[config.mk]
export PLATFORM = sky130hd
export DESIGN_NAME = fsl_device_flat
export DESIGN_NICKNAME = d
export VERILOG_FILES = /design/src/rtl/fsl_pkg.sv /design/src/rtl/fsl_if.sv /design/src/rtl/fsl_device.sv /design/src/rtl/fsl_lock_bank.sv /design/src/flat_wrapper.sv
export VERILOG_INCLUDE_DIRS = /design/src /design/src/rtl
export SDC_FILE = /design/constraint.sdc
export NUM_CORES = 1
export LEC_CHECK = 0
export ABC_AREA = 0
export BUFFER_PORTS_ARGS = -buffer_cell sky130_fd_sc_hd__buf_4
export CAP_MARGIN = 30
export CORE_MARGIN = 3
export CORE_UTILIZATION = 40
export DETAILED_ROUTE_END_ITERATION = 16
export PLACE_DENSITY_LB_ADDON = 0.15
export SYNTH_ARGS = -nofsm -noshare
export SYNTH_HDL_FRONTEND = slang
export SYNTH_HIERARCHICAL = 1
export SYNTH_SLANG_ARGS = --single-unit
[constraint.sdc]
create_clock -name CLK -period 6.6 [get_ports CLK]
set_input_delay 0.99 -clock CLK [delete_from_list [all_inputs] [get_ports CLK]]
set_output_delay 0.99 -clock CLK [all_outputs]
set_load 0.1 [all_outputs]
[src/rtl/fsl_consts.svh]
`ifndef FSL_CONSTS_SVH
`define FSL_CONSTS_SVH

// ----------------------------------------------------------------
// clock and timing
// ----------------------------------------------------------------
`define FSL_CLK_PERIOD_NS   4
`define FSL_SETTLE_NS       1000
`define FSL_SETTLE_CYC      ((`FSL_SETTLE_NS + `FSL_CLK_PERIOD_NS - 1) / `FSL_CLK_PERIOD_NS)
`define FSL_HOST_TIMEOUT    16

// ----------------------------------------------------------------
// address layout
// ----------------------------------------------------------------
`define FSL_ADDR_W          32
`define FSL_TOP_BITS        31:24
`define FSL_TOP_VALUE       8'hff
`define FSL_ID_HI_BIT       23
`define FSL_SPACE_BIT       22
`define FSL_ID_LO_BITS      21:19
`define FSL_OFFSET_W        19
`define FSL_OFFSET_BITS     18:0
`define FSL_BLOCK_BITS      18:16
`define FSL_LOW_BITS        15:0
`define FSL_SPACE_ARRAY     1'b1
`define FSL_SPACE_REG       1'b0

// ----------------------------------------------------------------
// register space
// ----------------------------------------------------------------
`define FSL_LOCK_LOW        16'h0002
`define FSL_GPI_LOW         16'h0100
`define FSL_GPI_BLOCK       3'h4
`define FSL_NUM_BLOCKS      8
`define FSL_TOP_BLOCK       7
`define FSL_GPI_W           5
`define FSL_STRAP_W         4
`define FSL_LOCK_W          3
`define FSL_BIT_WLOCK       0
`define FSL_BIT_LDOWN       1
`define FSL_BIT_RLOCK       2
`define FSL_WLOCK_RST       1'b1
`define FSL_LDOWN_RST       1'b0
`define FSL_RLOCK_RST       1'b0
`define FSL_ZERO_BYTE       8'h00
`define FSL_POLL_BIT        7
`define FSL_TOGGLE_BIT      6

`endif

[src/rtl/fsl_pkg.sv]
package fsl_pkg;
    typedef enum logic [1:0] {
        FSL_DEV_IDLE   = 2'b00,
        FSL_DEV_ACCESS = 2'b01,
        FSL_DEV_RESP   = 2'b10
    } fsl_dev_state_t;

    typedef enum logic [1:0] {
        FSL_HOST_IDLE = 2'b00,
        FSL_HOST_REQ  = 2'b01,
        FSL_HOST_WAIT = 2'b10
    } fsl_host_state_t;
endpackage

[src/rtl/fsl_if.sv]
`timescale 1ns/1ps
`include "fsl_consts.svh"

interface fsl_if;
    logic                   req_valid;
    logic                   req_ready;
    logic                   req_write;
    logic                   req_erase;
    logic [`FSL_ADDR_W-1:0] req_addr;
    logic [7:0]             req_wdata;
    logic                   rsp_valid;
    logic                   rsp_ack;
    logic [7:0]             rsp_rdata;

    modport dev  (input req_valid, req_write, req_erase, req_addr, req_wdata,
                  output req_ready, rsp_valid, rsp_ack, rsp_rdata);
    modport host (output req_valid, req_write, req_erase, req_addr, req_wdata,
                  input req_ready, rsp_valid, rsp_ack, rsp_rdata);
endinterface

[src/rtl/fsl_device.sv]
`timescale 1ns/1ps
`include "fsl_consts.svh"

// How it works
// - program busy: bit 7 reads inverted written value
// - full byte valid 1 us after completion
// - erase busy: bit 7 reads zero, then one
// - polling only valid at valid addresses
// - busy: bit 6 alternates on successive reads
// - boot device straps zero, others count up
// - address id bits equal inverted strap pins
// - strap mismatch: ignore cycle, drive nothing, standby
// - bit 22 picks array or registers
// - unimplemented register locations read zero
// - register accesses ignored while busy
// - general input register shows live pin levels
// - general inputs steady across a bus cycle
// - write-locked block program/erase fails, reports error
// - top guard low protects block 7
// - main guard low protects blocks 0-6
// - write-lock set by reset
// - read-locked block reads return zero
// - read-lock cleared by reset
// - lock-down freezes lock bits until reset
// - lock byte: write, down, read bits
// - lock-down cleared only by reset

module fsl_device import fsl_pkg::*; #(
    parameter int NBLK   = `FSL_NUM_BLOCKS,
    parameter int SETTLE = `FSL_SETTLE_CYC
)(
    input  wire logic                     CLK,
    input  wire logic                     RSTN,
    fsl_if.dev                            BUS,
    input  wire logic [`FSL_STRAP_W-1:0]  STRAP_SELECT_PINS,
    input  wire logic [`FSL_GPI_W-1:0]    GENERAL_INPUT_PINS,
    input  wire logic                     TOP_BLOCK_GUARD_PIN_N,
    input  wire logic                     MAIN_GUARD_PIN_N,
    output logic      [`FSL_OFFSET_W-1:0] ARRAY_ADDR,
    input  wire logic [7:0]               ARRAY_RDATA,
    output logic                          PROG_REQ,
    output logic                          ERASE_REQ,
    output logic      [7:0]               PROG_DATA,
    input  wire logic                     ENGINE_BUSY,
    output logic                          PROT_ERROR,
    output logic                          STANDBY
);
    localparam int PW = `FSL_STRAP_W + `FSL_GPI_W + 2;

    fsl_dev_state_t           state;
    logic [PW-1:0]            pin_s1;
    logic [PW-1:0]            pin_s2;
    logic [PW-1:0]            pin_s3;
    logic [PW-1:0]            pin_q;
    logic                     cur_write;
    logic                     cur_erase;
    logic                     cur_space;
    logic [`FSL_ADDR_W-1:0]   cur_addr;
    logic [7:0]               cur_wdata;
    logic                     op_erase;
    logic [7:0]               op_data;
    logic                     toggle;
    logic                     busy_d;
    logic [$clog2(SETTLE+1)-1:0] settle_cnt;
    logic                     rsp_ack;
    logic [7:0]               rsp_rdata;
    logic [7:0]               lock_byte;
    logic [NBLK-1:0]          write_lock;
    logic [NBLK-1:0]          read_lock;

    // ----------------------------------------------------------------
    // pin synchronisers
    // ----------------------------------------------------------------
    wire [PW-1:0] pin_raw = {STRAP_SELECT_PINS, GENERAL_INPUT_PINS,
                             TOP_BLOCK_GUARD_PIN_N, MAIN_GUARD_PIN_N};
    wire [PW-1:0] pin_agree = ~(pin_s2 ^ pin_s3);

    always_ff @(posedge CLK or negedge RSTN) begin
        if (!RSTN) begin
            pin_s1 <= '0;
            pin_s2 <= '0;
            pin_s3 <= '0;
            pin_q  <= '0;
        end else begin
            pin_s1 <= pin_raw;
            pin_s2 <= pin_s1;
            pin_s3 <= pin_s2;
            pin_q  <= (pin_q & ~pin_agree) | (pin_s3 & pin_agree);
        end
    end

    wire [`FSL_STRAP_W-1:0] strap     = pin_q[PW-1 -: `FSL_STRAP_W];
    wire [`FSL_GPI_W-1:0]   gpi       = pin_q[2 +: `FSL_GPI_W];
    wire                    top_guard = pin_q[1];
    wire                    main_guard = pin_q[0];

    // ----------------------------------------------------------------
    // request decode
    // ----------------------------------------------------------------
    wire [`FSL_STRAP_W-1:0] addr_id = {BUS.req_addr[`FSL_ID_HI_BIT],
                                       BUS.req_addr[`FSL_ID_LO_BITS]};
    wire id_match  = (addr_id == ~strap) &&
                     (BUS.req_addr[`FSL_TOP_BITS] == `FSL_TOP_VALUE);
    wire take      = BUS.req_valid && (state == FSL_DEV_IDLE);
    wire [2:0]  blk      = cur_addr[`FSL_BLOCK_BITS];
    wire [15:0] low      = cur_addr[`FSL_LOW_BITS];
    wire        is_array = (cur_space == `FSL_SPACE_ARRAY);
    wire        settling = (settle_cnt != '0);

    // guard pins are active low and OR into the write-lock bits
    wire [NBLK-1:0] guard_prot = {~top_guard, {(NBLK-1){~main_guard}}};
    wire [NBLK-1:0] prot       = write_lock | guard_prot;

    wire lock_hit = (low == `FSL_LOCK_LOW);
    wire gpi_hit  = (low == `FSL_GPI_LOW) && (blk == `FSL_GPI_BLOCK);
    wire lock_wr  = (state == FSL_DEV_ACCESS) && !is_array && cur_write &&
                    !ENGINE_BUSY && lock_hit;

    // ----------------------------------------------------------------
    // read data selection
    // ----------------------------------------------------------------
    wire poll_bit = op_erase ? 1'b0 : ~op_data[`FSL_POLL_BIT];
    wire [7:0] busy_read = {poll_bit, toggle, ARRAY_RDATA[5:0]};
    wire [7:0] settle_read = {ARRAY_RDATA[`FSL_POLL_BIT], 7'h00};
    wire [7:0] array_read = read_lock[blk] ? `FSL_ZERO_BYTE :
                            ENGINE_BUSY    ? busy_read :
                            settling       ? settle_read : ARRAY_RDATA;
    wire [7:0] reg_read   = lock_hit ? lock_byte :
                            gpi_hit  ? {3'h0, gpi} : `FSL_ZERO_BYTE;

    fsl_lock_bank #(
        .NBLK       (NBLK)
    ) u_locks (
        .clk        (CLK),
        .rstn       (RSTN),
        .wr_en      (lock_wr),
        .wr_blk     (blk),
        .wr_data    (cur_wdata[`FSL_LOCK_W-1:0]),
        .rd_blk     (blk),
        .rd_byte    (lock_byte),
        .write_lock (write_lock),
        .read_lock  (read_lock)
    );

    // ----------------------------------------------------------------
    // access sequencer
    // ----------------------------------------------------------------
    always_ff @(posedge CLK or negedge RSTN) begin
        if (!RSTN) begin
            state     <= FSL_DEV_IDLE;
            cur_write <= 1'b0;
            cur_erase <= 1'b0;
            cur_space <= 1'b0;
            cur_addr  <= '0;
            cur_wdata <= '0;
            ARRAY_ADDR <= '0;
            STANDBY   <= 1'b1;
        end else begin
            unique case (state)
                FSL_DEV_IDLE: begin
                    if (take && id_match) begin
                        state      <= FSL_DEV_ACCESS;
                        cur_write  <= BUS.req_write;
                        cur_erase  <= BUS.req_erase;
                        cur_space  <= BUS.req_addr[`FSL_SPACE_BIT];
                        cur_addr   <= BUS.req_addr;
                        cur_wdata  <= BUS.req_wdata;
                        ARRAY_ADDR <= BUS.req_addr[`FSL_OFFSET_BITS];
                        STANDBY    <= 1'b0;
                    end else if (take) begin
                        STANDBY    <= 1'b1;
                    end
                end
                FSL_DEV_ACCESS: state <= FSL_DEV_RESP;
                FSL_DEV_RESP:   state <= FSL_DEV_IDLE;
            endcase
        end
    end

    // ----------------------------------------------------------------
    // answer, engine start and status tracking
    // ----------------------------------------------------------------
    wire acc       = (state == FSL_DEV_ACCESS);
    wire arr_wr    = acc && is_array && cur_write && !ENGINE_BUSY;
    wire blocked   = prot[blk];
    wire arr_rd    = acc && is_array && !cur_write;

    always_ff @(posedge CLK or negedge RSTN) begin
        if (!RSTN) begin
            rsp_ack    <= 1'b0;
            rsp_rdata  <= '0;
            PROG_REQ   <= 1'b0;
            ERASE_REQ  <= 1'b0;
            PROG_DATA  <= '0;
            PROT_ERROR <= 1'b0;
            op_erase   <= 1'b0;
            op_data    <= '0;
        end else begin
            PROG_REQ   <= arr_wr && !blocked && !cur_erase;
            ERASE_REQ  <= arr_wr && !blocked && cur_erase;
            PROT_ERROR <= arr_wr && blocked;
            if (arr_wr && !blocked) begin
                op_erase  <= cur_erase;
                op_data   <= cur_wdata;
                PROG_DATA <= cur_wdata;
            end
            if (acc) begin
                rsp_ack   <= is_array ? (!cur_write || !ENGINE_BUSY) : !ENGINE_BUSY;
                rsp_rdata <= cur_write ? `FSL_ZERO_BYTE :
                             is_array ? array_read :
                             ENGINE_BUSY ? `FSL_ZERO_BYTE : reg_read;
            end
        end
    end

    always_ff @(posedge CLK or negedge RSTN) begin
        if (!RSTN) begin
            toggle     <= 1'b0;
            busy_d     <= 1'b0;
            settle_cnt <= '0;
        end else begin
            busy_d <= ENGINE_BUSY;
            if (arr_rd && ENGINE_BUSY && !read_lock[blk]) begin
                toggle <= ~toggle;
            end
            if (busy_d && !ENGINE_BUSY) begin
                settle_cnt <= ($clog2(SETTLE+1))'(SETTLE);
            end else if (settling) begin
                settle_cnt <= settle_cnt - 1'b1;
            end
        end
    end

    assign BUS.req_ready = (state == FSL_DEV_IDLE);
    assign BUS.rsp_valid = (state == FSL_DEV_RESP);
    assign BUS.rsp_ack   = rsp_ack;
    assign BUS.rsp_rdata = rsp_rdata;
endmodule

[src/rtl/fsl_lock_bank.sv]
`timescale 1ns/1ps
`include "fsl_consts.svh"

module fsl_lock_bank import fsl_pkg::*; #(
    parameter int NBLK = `FSL_NUM_BLOCKS
)(
    input  wire logic                    clk,
    input  wire logic                    rstn,
    input  wire logic                    wr_en,
    input  wire logic [2:0]              wr_blk,
    input  wire logic [`FSL_LOCK_W-1:0]  wr_data,
    input  wire logic [2:0]              rd_blk,
    output logic      [7:0]              rd_byte,
    output logic      [NBLK-1:0]         write_lock,
    output logic      [NBLK-1:0]         read_lock
);
    logic [`FSL_LOCK_W-1:0] lock_reg [NBLK];

    // ----------------------------------------------------------------
    // per-block lock registers
    // ----------------------------------------------------------------
    genvar g;
    generate
        for (g = 0; g < NBLK; g++) begin : g_blk
            wire hit = wr_en && (wr_blk == 3'(g)) && !lock_reg[g][`FSL_BIT_LDOWN];
            always_ff @(posedge clk or negedge rstn) begin
                if (!rstn) begin
                    lock_reg[g][`FSL_BIT_WLOCK] <= `FSL_WLOCK_RST;
                    lock_reg[g][`FSL_BIT_LDOWN] <= `FSL_LDOWN_RST;
                    lock_reg[g][`FSL_BIT_RLOCK] <= `FSL_RLOCK_RST;
                end else if (hit) begin
                    lock_reg[g] <= wr_data;
                end
            end
            assign write_lock[g] = lock_reg[g][`FSL_BIT_WLOCK];
            assign read_lock[g]  = lock_reg[g][`FSL_BIT_RLOCK];
        end
    endgenerate

    assign rd_byte = {5'h00, lock_reg[rd_blk]};
endmodule

[src/flat_wrapper.sv]
// flat-port wrapper written by rule: the top's interface ports become plain ports
module fsl_device_flat import fsl_pkg::*;
#(
    parameter int NBLK   = `FSL_NUM_BLOCKS,
    parameter int SETTLE = `FSL_SETTLE_CYC
)
  (CLK, RSTN, STRAP_SELECT_PINS, GENERAL_INPUT_PINS, TOP_BLOCK_GUARD_PIN_N, MAIN_GUARD_PIN_N, ARRAY_ADDR, ARRAY_RDATA, PROG_REQ, ERASE_REQ, PROG_DATA, ENGINE_BUSY, PROT_ERROR, STANDBY, BUS_req_valid, BUS_req_write, BUS_req_erase, BUS_req_addr, BUS_req_wdata, BUS_req_ready, BUS_rsp_valid, BUS_rsp_ack, BUS_rsp_rdata);
  fsl_if BUS_i ();
  input  wire logic CLK;
  input  wire logic RSTN;
  input  wire logic [`FSL_STRAP_W-1:0] STRAP_SELECT_PINS;
  input  wire logic [`FSL_GPI_W-1:0] GENERAL_INPUT_PINS;
  input  wire logic TOP_BLOCK_GUARD_PIN_N;
  input  wire logic MAIN_GUARD_PIN_N;
  output logic      [`FSL_OFFSET_W-1:0] ARRAY_ADDR;
  input  wire logic [7:0] ARRAY_RDATA;
  output logic PROG_REQ;
  output logic ERASE_REQ;
  output logic      [7:0] PROG_DATA;
  input  wire logic ENGINE_BUSY;
  output logic PROT_ERROR;
  output logic STANDBY;
  input wire logic [$bits(BUS_i.req_valid)-1:0] BUS_req_valid;
  input wire logic [$bits(BUS_i.req_write)-1:0] BUS_req_write;
  input wire logic [$bits(BUS_i.req_erase)-1:0] BUS_req_erase;
  input wire logic [$bits(BUS_i.req_addr)-1:0] BUS_req_addr;
  input wire logic [$bits(BUS_i.req_wdata)-1:0] BUS_req_wdata;
  output wire logic [$bits(BUS_i.req_ready)-1:0] BUS_req_ready;
  output wire logic [$bits(BUS_i.rsp_valid)-1:0] BUS_rsp_valid;
  output wire logic [$bits(BUS_i.rsp_ack)-1:0] BUS_rsp_ack;
  output wire logic [$bits(BUS_i.rsp_rdata)-1:0] BUS_rsp_rdata;
  assign BUS_i.req_valid = BUS_req_valid;
  assign BUS_i.req_write = BUS_req_write;
  assign BUS_i.req_erase = BUS_req_erase;
  assign BUS_i.req_addr = BUS_req_addr;
  assign BUS_i.req_wdata = BUS_req_wdata;
  assign BUS_req_ready = BUS_i.req_ready;
  assign BUS_rsp_valid = BUS_i.rsp_valid;
  assign BUS_rsp_ack = BUS_i.rsp_ack;
  assign BUS_rsp_rdata = BUS_i.rsp_rdata;
  fsl_device #(.NBLK(NBLK), .SETTLE(SETTLE)) u_core (.CLK(CLK), .RSTN(RSTN), .BUS(BUS_i), .STRAP_SELECT_PINS(STRAP_SELECT_PINS), .GENERAL_INPUT_PINS(GENERAL_INPUT_PINS), .TOP_BLOCK_GUARD_PIN_N(TOP_BLOCK_GUARD_PIN_N), .MAIN_GUARD_PIN_N(MAIN_GUARD_PIN_N), .ARRAY_ADDR(ARRAY_ADDR), .ARRAY_RDATA(ARRAY_RDATA), .PROG_REQ(PROG_REQ), .ERASE_REQ(ERASE_REQ), .PROG_DATA(PROG_DATA), .ENGINE_BUSY(ENGINE_BUSY), .PROT_ERROR(PROT_ERROR), .STANDBY(STANDBY));
endmodule
==> results.yml, run 1 <==
clock_tree:
  worst_skew_late_latency_ns: 0.41
  post_cts.resized_instances: 0
  post-cts-setup-buffers: 0
  cts_tree: "built"
  number_of_sinks_driven_by_the_clock_tree: 132
  cts_htree_levels: 4
  cts.reportedPaths.clkPinSlew_ns: 0.06
  root_buffer: "sky130_fd_sc_hd__clkbuf_16"
  clock_tree.buffer_depth: 2
  hold_buffers: 0
  cts_inserted_buffers: 17
floorplan:
  die_area_um2: 15290
  starting_density_of_the_core: 0.4133
  row_count: 42
  vertical_die_dimension_um: 123.7
  die_x_um: 123.7
  io_pins: 107
  floorplan.core_area_um2: 13400
pwr:
  power.density_cell_area_nw_per_um2: 299.6
  static-leakage-power_nw: 3.339
  design_power_total_w: 0.002112
  ir_worst_vdd_mv: 0.1791
placement:
  place_worst_setup_slack_ns: 2.985
  io_buffers: 106
  globalplace.congestion: 0.7538
  dpl.hpwl_um: 8144
yosys:
  synth_most_common_cell: "sky130_fd_sc_hd__dfrtp_1"
  netlist_instances: 384
  multiplexer_fraction_of_the_synthesized_cell_area: 0.1667
  syn_avg_cell_area_um2: 14.42
  synth_top_area_share: 0.5558
  postSynthRegisterBits: 132
  netlist_top_cells_area: "sky130_fd_sc_hd__dfrtp_1, sky130_fd_sc_hd__mux2_2, sky130_fd_sc_hd__dfstp_2"
  yosys.area_share.adder: 0.03118
  ys_dominant_reg_cell: "sky130_fd_sc_hd__dfrtp_1"
  post_synth_most_frequent_cells: "sky130_fd_sc_hd__dfrtp_1, sky130_fd_sc_hd__mux2_2, sky130_fd_sc_hd__buf_4, sky130_fd_sc_hd__maj3_1"
  synth_cell_types: 52
  synth_top_family_by_area: "multiplexers"
  yosys_warnings: 6
  netlist.top_cell.by_area: "sky130_fd_sc_hd__dfrtp_1"
  synth_compound_area_frac: 0.06530
  synth-async-reset-ratio: 1.000
  seq_area_frac_synth: 0.5985
  area_share_of_and_or_nand_nor_cells_after_synthesis: 0.08518
  synth-edff-count: 0
  synth_area_um2: 5538
  xor_and_xnor_area_share_after_synthesis: 0.009489
cells_and_area:
  drive_above_1_share: 0.4591
  insertedDiodeCount: 0
  top_register: "u_core/cur_addr"
  syn2layout_area_growth_pct: 27.32
  num-nets-final: 559
  number_of_flip_flops_in_the_largest_register: 19
grt:
  global_route.usage.total: 0.1594
  grt_first_pass_wirelength_um: 18270
  gr-total-overflow: 0
  antenna_found_initial: 0
  first_global_vias: 3498
  maximum_number_of_pins_on_one_net_before_global_route_repair: 75
critical_path:
  startpoint_type: "input pin"
  crit_required_ns: 6.89
  crit_path_end_kind: "register"
  arrival_ns: 3.51
  critical-path-max-stage-delay_ns: 0.62
  worstRegToRegCells: 6
  timing_worst_setup_path_type: "in -> reg"
  timing.critical_path.cells: "buf_4 -> nor4_1 -> nand4_1 -> nor3_1 -> or3b_1 -> or3b_4 -> mux2_4"
  critical-path-slowest-cell: "sky130_fd_sc_hd__nor3_1"
  critPathMaxFanout: 8
routing:
  drt.antenna.violating_nets: 0
  count_of_tritonroute_iterations_in_the_first_routing_pass: 4
  viasPerCell: 5.013
  drt_first_iter_violations: 174
  postRouteWirelength_um: 11510
  drc: 0
  via_count: 3394
  wl_per_cell_um: 17.00
timing:
  setup_tns_ns: 0
  max_clock_freq_mhz: 311.3
  rsz0062_at_grt: "no"
  hold_viol: 0
  finalSetupViolCount: 0
  finalCritPeriodShare: 0.4867
  final-max-slew-violation-count: 0
  finalWorstSetupSlack_ns: 3.388
  clock_skew_ns: 0.005397
  max_slew_margin: 0.3975
  worst_pin_slew_ns: 0.9037
  period_needed_ns: 3.212
worst_hold_path:
  hold_path_class: "reg -> reg"
  hold_path_cells: 0
run_status:
  outcome: "completed"
run:
  cap_viol_max_count: 0
power breakdown:
group | switching (W) | internal, W | total, W
logic | 0.000160 | 0.0000918 | 0.000252
registers | 0.0000313 | 0.000852 | 0.000883
clock network | 0.000339 | 0.000639 | 0.000977
total | 0.000530 | 0.00158 | 0.00211
layout by cell type, fill, tap and decap left out, types with 5 or more instances in the layout:
cell                        count
sky130_fd_sc_hd__dfrtp_1      123
sky130_fd_sc_hd__buf_4        108
sky130_fd_sc_hd__mux2_2        50
sky130_fd_sc_hd__clkbuf_16     17
sky130_fd_sc_hd__maj3_1        11
sky130_fd_sc_hd__inv_1         10
sky130_fd_sc_hd__mux2_4        10
sky130_fd_sc_hd__dfstp_2        9
sky130_fd_sc_hd__nor2_1         9
sky130_fd_sc_hd__nand2_1        8
sky130_fd_sc_hd__a21oi_1        8
sky130_fd_sc_hd__mux4_2         8
sky130_fd_sc_hd__a221o_1        8
sky130_fd_sc_hd__o21bai_1       8
sky130_fd_sc_hd__nor3_1         6
sky130_fd_sc_hd__nor3b_1        6
sky130_fd_sc_hd__or3_1          6
sky130_fd_sc_hd__nor4_1         5
sky130_fd_sc_hd__nand3b_1       5
sky130_fd_sc_hd__xnor2_1        5
sky130_fd_sc_hd__ha_1           5
sky130_fd_sc_hd__conb_1         5
metrics by stage:
step           utilization  instance area (µm²)  hold slack, ns  instances
5_1_grt             0.5261                 7051          0.3527        677
3_3_place_gp        0.4776                 6400          0.3330        645
3_5_place_dp        0.4796                 6427          0.3347        646
6_report            0.5261                 7051          0.3459        677
4_1_cts             0.5261                 7051          0.3480        677
2_1_floorplan            -                 5553          0.3312        388
worst paths after layout:
kind                                           from                     endpoint  slack, ns
worst max-delay path                    ENGINE_BUSY  u_core/u_locks/read_lock[1]       3.39
worst min-delay path               u_core/pin_s1[7]             u_core/pin_s2[7]       0.35
worst max register to register  u_core/cur_addr[10]  u_core/u_locks/read_lock[1]       3.61
worst min register to register     u_core/pin_s1[7]             u_core/pin_s2[7]       0.35
max in group asynchronous                      RSTN           u_core/cur_addr[0]       4.73
min in group asynchronous                      RSTN             u_core/pin_s3[7]       0.54
layer usage:
| layer | track usage | vias to the layer above | share of wire | routed length [µm] |
|---|---|---|---|---|
| met5 | 0 | - | 0 | 0 |
| met4 | 0.06228 | 0 | 0.014 | 163 |
| met3 | 0.05495 | 10 | 0.063 | 730 |
| met2 | 0.2450 | 87 | 0.49 | 5641 |
| met1 | 0.2081 | 1710 | 0.43 | 4977 |
| li1 | - | 1587 | - | - |
cell families after synthesis:
kind of cell / Yosys count
XOR/XNOR: 6
multiplexers: 71
adder cells (fa/ha/maj): 16
buffers and inverters: 38
AND/OR/NAND/NOR: 75
flip-flops: 132
AO/OA/AOI/OAI: 45
other: 1
cell type report:
type                    count  area (µm²)
clock buffers              18       439.2
well taps                 176       220.2
fillers                  1154        6350
repair buffers            110       849.6
flip-flops and latches    132        3314
clock inverters            13       183.9
multi-input cells         218        2006
inverters                  10       37.54
critical path: cells and delay by family:
kind | cells | cell delay, ns
buffers and inverters | 1 | 0.14
muxes | 1 | 0.30
and+or+nand+nor | 5 | 2.07
(Power assumes the default switching activity.)
==> run 2, diff against run 1 <==
clock period = 3.1 ns   (was 6.6 ns; I/O delays follow)
==> results.yml, run 2 (synthesized netlist as in run 1, its figures left out) <==
clock_tree:
  post_cts.resized_instances: 0
  cts_inserted_buffers: 17
  clock_tree.buffer_depth: 2
  post-cts-setup-buffers: 0
  cts_tree: "built"
  cts_htree_levels: 4
  root_buffer: "sky130_fd_sc_hd__clkbuf_16"
  hold_buffers: 0
  cts.reportedPaths.clkPinSlew_ns: 0.06
  number_of_sinks_driven_by_the_clock_tree: 132
  worst_skew_late_latency_ns: 0.41
timing:
  final-max-slew-violation-count: 0
  setup_tns_ns: 0
  whs_ns: 0.008219
  max_clock_freq_mhz: 373.0
  clock_skew_ns: 0.01080
  rsz0062_at_grt: "no"
  worst_pin_slew_ns: 0.9005
  period_needed_ns: 2.681
  max_slew_margin: 0.3997
  hold_viol: 0
  finalCritPeriodShare: 0.8648
  finalSetupViolCount: 0
cells_and_area:
  syn2layout_area_growth_pct: 27.50
  most-common-layout-cells: "sky130_fd_sc_hd__dfrtp_1, sky130_fd_sc_hd__buf_4, sky130_fd_sc_hd__mux2_2"
  finalInstanceArea_um2: 7061
  final_common_cell: "sky130_fd_sc_hd__dfrtp_1"
  fin_util: 0.5269
  number_of_flip_flops_in_the_largest_register: 19
  num-nets-final: 563
  insertedDiodeCount: 0
  top_register: "u_core/cur_addr"
  fillers: 1174
  drive_above_1_share: 0.4625
pwr:
  ir_worst_vdd_mv: 0.4828
  static-leakage-power_nw: 3.364
  power.internal_w: 0.003326
  design_power_total_w: 0.004471
  power.density_cell_area_nw_per_um2: 633.3
  pwr-share-clk: 0.458
  combinational_share_of_power: 0.122
  power.switching_fraction: 0.2562
  power_frac_seq: 0.420
  total_switching_power_w: 0.001145
placement:
  total_placed_instance_area_um2: 6450
  globalplace.congestion: 0.7561
  io_buffers: 106
  dpl.hpwl_um: 8410
critical_path:
  arrival_ns: 2.97
  startpoint_type: "register"
  crit_required_ns: 3.39
  critPathMaxFanout: 4
  crit_path_end_kind: "register"
  timing_worst_setup_path_type: "reg -> reg"
routing:
  drt_first_iter_violations: 190
  drc: 0
  drt.antenna.violating_nets: 0
  viasPerCell: 5.028
  count_of_tritonroute_iterations_in_the_first_routing_pass: 4
  wl_per_cell_um: 17.10
  postRouteWirelength_um: 11660
  via_count: 3429
grt:
  maximum_number_of_pins_on_one_net_before_global_route_repair: 58
  gr-total-overflow: 0
  antenna_found_initial: 0
  global_route.usage.total: 0.1593
  first_global_vias: 3488
  grt_first_pass_wirelength_um: 18290
floorplan:
  vertical_die_dimension_um: 123.7
  io_pins: 107
  floorplan.core_area_um2: 13400
  starting_density_of_the_core: 0.4133
  row_count: 42
  die_x_um: 123.7
  die_area_um2: 15290
run_status:
  outcome: "completed"
run:
  cap_viol_max_count: 0
worst_hold_path:
  hold_path_class: "in -> async"
[run 2: cell count changes in the layout (fill, tap and decap cells not counted), sizes merged]
| cell | before | now |
|---|---|---|
| bufinv | 4 | 3 |
| buf | 110 | 114 |
| clkbuf | 18 | 20 |
| inv | 10 | 11 |
| clkinv | 6 | 8 |
| clkinvlp | 3 | 0 |
[run 2: final timing paths]
check	start	endpoint	slack [ns]	depth (start not counted)
worst max register to register	u_core/cur_addr[14]	u_core/u_locks/read_lock[1]	0.42	6
worst min register to register	u_core/pin_s1[10]	u_core/pin_s2[10]	0.35	0
min in group CLK	GENERAL_INPUT_PINS[0]	u_core/pin_s1[2]	0.16	1
worst min-delay path	RSTN	u_core/pin_s2[7]	0.008	1
worst max-delay path	u_core/cur_addr[14]	u_core/u_locks/read_lock[1]	0.42	6
max in group asynchronous	RSTN	u_core/u_locks/write_lock[7]	2.33	2
[run 2: critical path: stages (launching register included)]
cell and delay, ns:
sky130_fd_sc_hd__dfrtp_1 0.39, sky130_fd_sc_hd__nor4_1 0.42, sky130_fd_sc_hd__nand4_1 0.26, sky130_fd_sc_hd__nor3_1 0.29
sky130_fd_sc_hd__or3b_1 0.43, sky130_fd_sc_hd__or3b_4 0.44, sky130_fd_sc_hd__mux2_4 0.31
[run 2: power groups by stage]
stage	clock network, W	registers [W]	logic (W)
6_report	0.00205	0.00188	0.000545
3_5_place_dp	0	0.00191	0.000551
5_1_grt	0.00218	0.00189	0.000598
4_1_cts	0.00210	0.00188	0.000554
2_1_floorplan	0	0.00195	0.000315
3_3_place_gp	0	0.00190	0.000541
[run 2: area by class of cell]
cell class / instances / area [µm²] / area share
Inverter: 10 / 37.54 / 0.005316
Tap cell: 176 / 220.2 / 0.03119
Multi-Input combinational cell: 218 / 2006 / 0.2841
Sequential cell: 132 / 3314 / 0.4694
Timing Repair Buffer: 114 / 872.1 / 0.1235
Clock inverter: 12 / 153.9 / 0.02180
Clock buffer: 20 / 456.7 / 0.06468
[run 2: per-layer routing]
metal,wire (µm),share of wire,global-route usage
met2,5649,0.48,0.2437
met4,234,0.020,0.06505
met1,5129,0.44,0.2092
met3,649,0.056,0.05268
met5,0,0,0
[run 2: metrics by stage]
step,worst slack (ns),std cells
finish,0.4191,682
global route,0.3264,682
CTS,0.4125,682
detailed placement,0.3531,650
global placement,0.3942,650
floorplan,0.2095,388
==> run 3, diff against run 2 <==
CORE_ASPECT_RATIO = 0.5   (was default)
PLACE_DENSITY = 0.7   (was default)
PLACE_DENSITY_LB_ADDON = default   (was 0.15)
==> results.yml, run 3 (synthesized netlist as in run 1, its figures left out) <==
critical_path:
  regToRegSetupSlack_ns: 0.34
  cp_num_buf_inv: 0
  critical-path-slowest-cell: "sky130_fd_sc_hd__nor4_1"
  crit_path_end_kind: "register"
  worstRegToRegCells: 6
  timing.critical_path.cells: "nor4_1 -> nand4_1 -> nor3_1 -> or3b_1 -> or3b_4 -> mux2_4"
  arrival_ns: 3.05
  crit_required_ns: 3.39
  critPathMaxFanout: 3
  path_delay_family: "simple AND/OR/NAND/NOR gates"
  critical-path-max-stage-delay_ns: 0.45
  startpoint_type: "register"
  timing.rr.end: "u_core/u_locks/read_lock[1]"
  timing_worst_setup_path_type: "reg -> reg"
  worst_r2r_startpoint: "u_core/cur_addr[10]"
cells_and_area:
  drive_above_1_share: 0.4625
  multi_input_area_um2: 2006
  number_of_flip_flops_in_the_largest_register: 19
  fillers: 1102
  syn2layout_area_growth_pct: 28.47
  ff_latch_area_um2: 3314
  final_common_cell: "sky130_fd_sc_hd__dfrtp_1"
  insertedDiodeCount: 0
  num-nets-final: 563
  most-common-layout-cells: "sky130_fd_sc_hd__dfrtp_1, sky130_fd_sc_hd__buf_4, sky130_fd_sc_hd__mux2_2"
  top_register: "u_core/cur_addr"
grt:
  global_route.usage.total: 0.1574
  grt_first_pass_wirelength_um: 18330
  busiest_layer: "met2"
  maximum_number_of_pins_on_one_net_before_global_route_repair: 82
  gr-total-overflow: 0
  use_met1: 0.2145
  met2_usage: 0.2487
  global_route.usage.met3: 0.03754
  antenna_found_initial: 0
  first_global_vias: 3480
clock_tree:
  cts_htree_levels: 4
  clock_tree.buffer_depth: 2
  root_buffer: "sky130_fd_sc_hd__clkbuf_16"
  cts_inserted_buffers: 17
  post-cts-setup-buffers: 0
  post_cts.resized_instances: 0
  number_of_sinks_driven_by_the_clock_tree: 132
  cts.reportedPaths.clkPinSlew_ns: 0.06
  cts_tree: "built"
  worst_skew_late_latency_ns: 0.41
  hold_buffers: 0
routing:
  drc: 0
  postRouteWirelength_um: 11590
  via_count: 3394
  drt.antenna.violating_nets: 0
  count_of_tritonroute_iterations_in_the_first_routing_pass: 4
  viasPerCell: 4.905
  drt_first_iter_violations: 272
  wl_per_cell_um: 16.74
timing:
  period_needed_ns: 2.760
  final-max-slew-violation-count: 0
  clock_skew_ns: 0.01181
  max_clock_freq_mhz: 362.4
  hold_viol: 0
  setup_tns_ns: 0
  worst_pin_slew_ns: 0.8358
  finalSetupViolCount: 0
  rsz0062_at_grt: "no"
  max_slew_margin: 0.4428
  finalCritPeriodShare: 0.8902
floorplan:
  row_count: 29
  vertical_die_dimension_um: 89.20
  die_x_um: 172.4
  starting_density_of_the_core: 0.4228
  io_pins: 107
  die_area_um2: 15380
  floorplan.core_area_um2: 13100
pwr:
  power.density_cell_area_nw_per_um2: 653.2
  design_power_total_w: 0.004647
  static-leakage-power_nw: 3.371
  ir_worst_vdd_mv: 0.3386
run:
  cap_viol_max_count: 0
run_status:
  outcome: "completed"
placement:
  io_buffers: 106
  dpl.hpwl_um: 8028
  globalplace.congestion: 0.7631
worst_hold_path:
  hold_path_class: "in -> async"
-- run 3: changes by cell type in the layout (fill, tap and decap cells not counted) --
| cell | change |
|---|---|
| sky130_fd_sc_hd__bufinv_16 | +2 |
| sky130_fd_sc_hd__inv_6 | +3 |
| sky130_fd_sc_hd__clkbuf_8 | -2 |
| sky130_fd_sc_hd__clkinvlp_4 | +2 |
| sky130_fd_sc_hd__clkinv_4 | -2 |
| sky130_fd_sc_hd__clkinv_2 | -3 |
-- run 3: worst max path at each step --
| stage | start | endpoint | slack [ns] | cells past startpoint |
|---|---|---|---|---|
| after floorplan | u_core/cur_addr[16] | u_core/BUS.rsp_rdata[1] | 0.21 | 5 |
| after global placement | ENGINE_BUSY | u_core/u_locks/read_lock[1] | 0.26 | 7 |
| after detailed placement | ENGINE_BUSY | u_core/u_locks/read_lock[1] | 0.16 | 7 |
| after CTS | u_core/cur_addr[10] | u_core/u_locks/read_lock[1] | 0.37 | 6 |
| after global routing | u_core/cur_addr[10] | u_core/u_locks/read_lock[1] | 0.17 | 6 |
| final | u_core/cur_addr[10] | u_core/u_locks/read_lock[1] | 0.34 | 6 |
-- run 3: through the flow --
step           instance area, µm²  std cells  utilization  hold slack (ns)  setup WS [ns]
2_1_floorplan                5553        388            -           0.1694         0.2095
3_3_place_gp                 6462        660       0.4934           0.3322         0.2613
3_5_place_dp                 6462        660       0.4934           0.3347         0.1647
4_1_cts                      7114        692       0.5431           0.1231         0.3687
5_1_grt                      7114        692       0.5431           0.1353         0.1743
6_report                     7114        692       0.5431          0.08294         0.3404
-- run 3: area by class of cell --
class,instances,area share
timing repair buffer,114,0.1226
tap,186,0.03271
clock inverter,14,0.03131
inverter,10,0.005276
clock buffer,18,0.06032
multi-input combinational,218,0.2819
sequential,132,0.4659
-- run 3: metal layers --
layer  wire length (µm)  up-vias
met5                  0        -
met4                 78        0
met3                407        6
met2               5635       61
met1               5466     1725
li1                   -     1602
-- run 3: where the power goes --
group	total, W	switching (W)	internal (W)
Clock	0.00222	0.000778	0.00144
Sequential	0.00188	0.0000659	0.00181
Combinational	0.000552	0.000347	0.000204
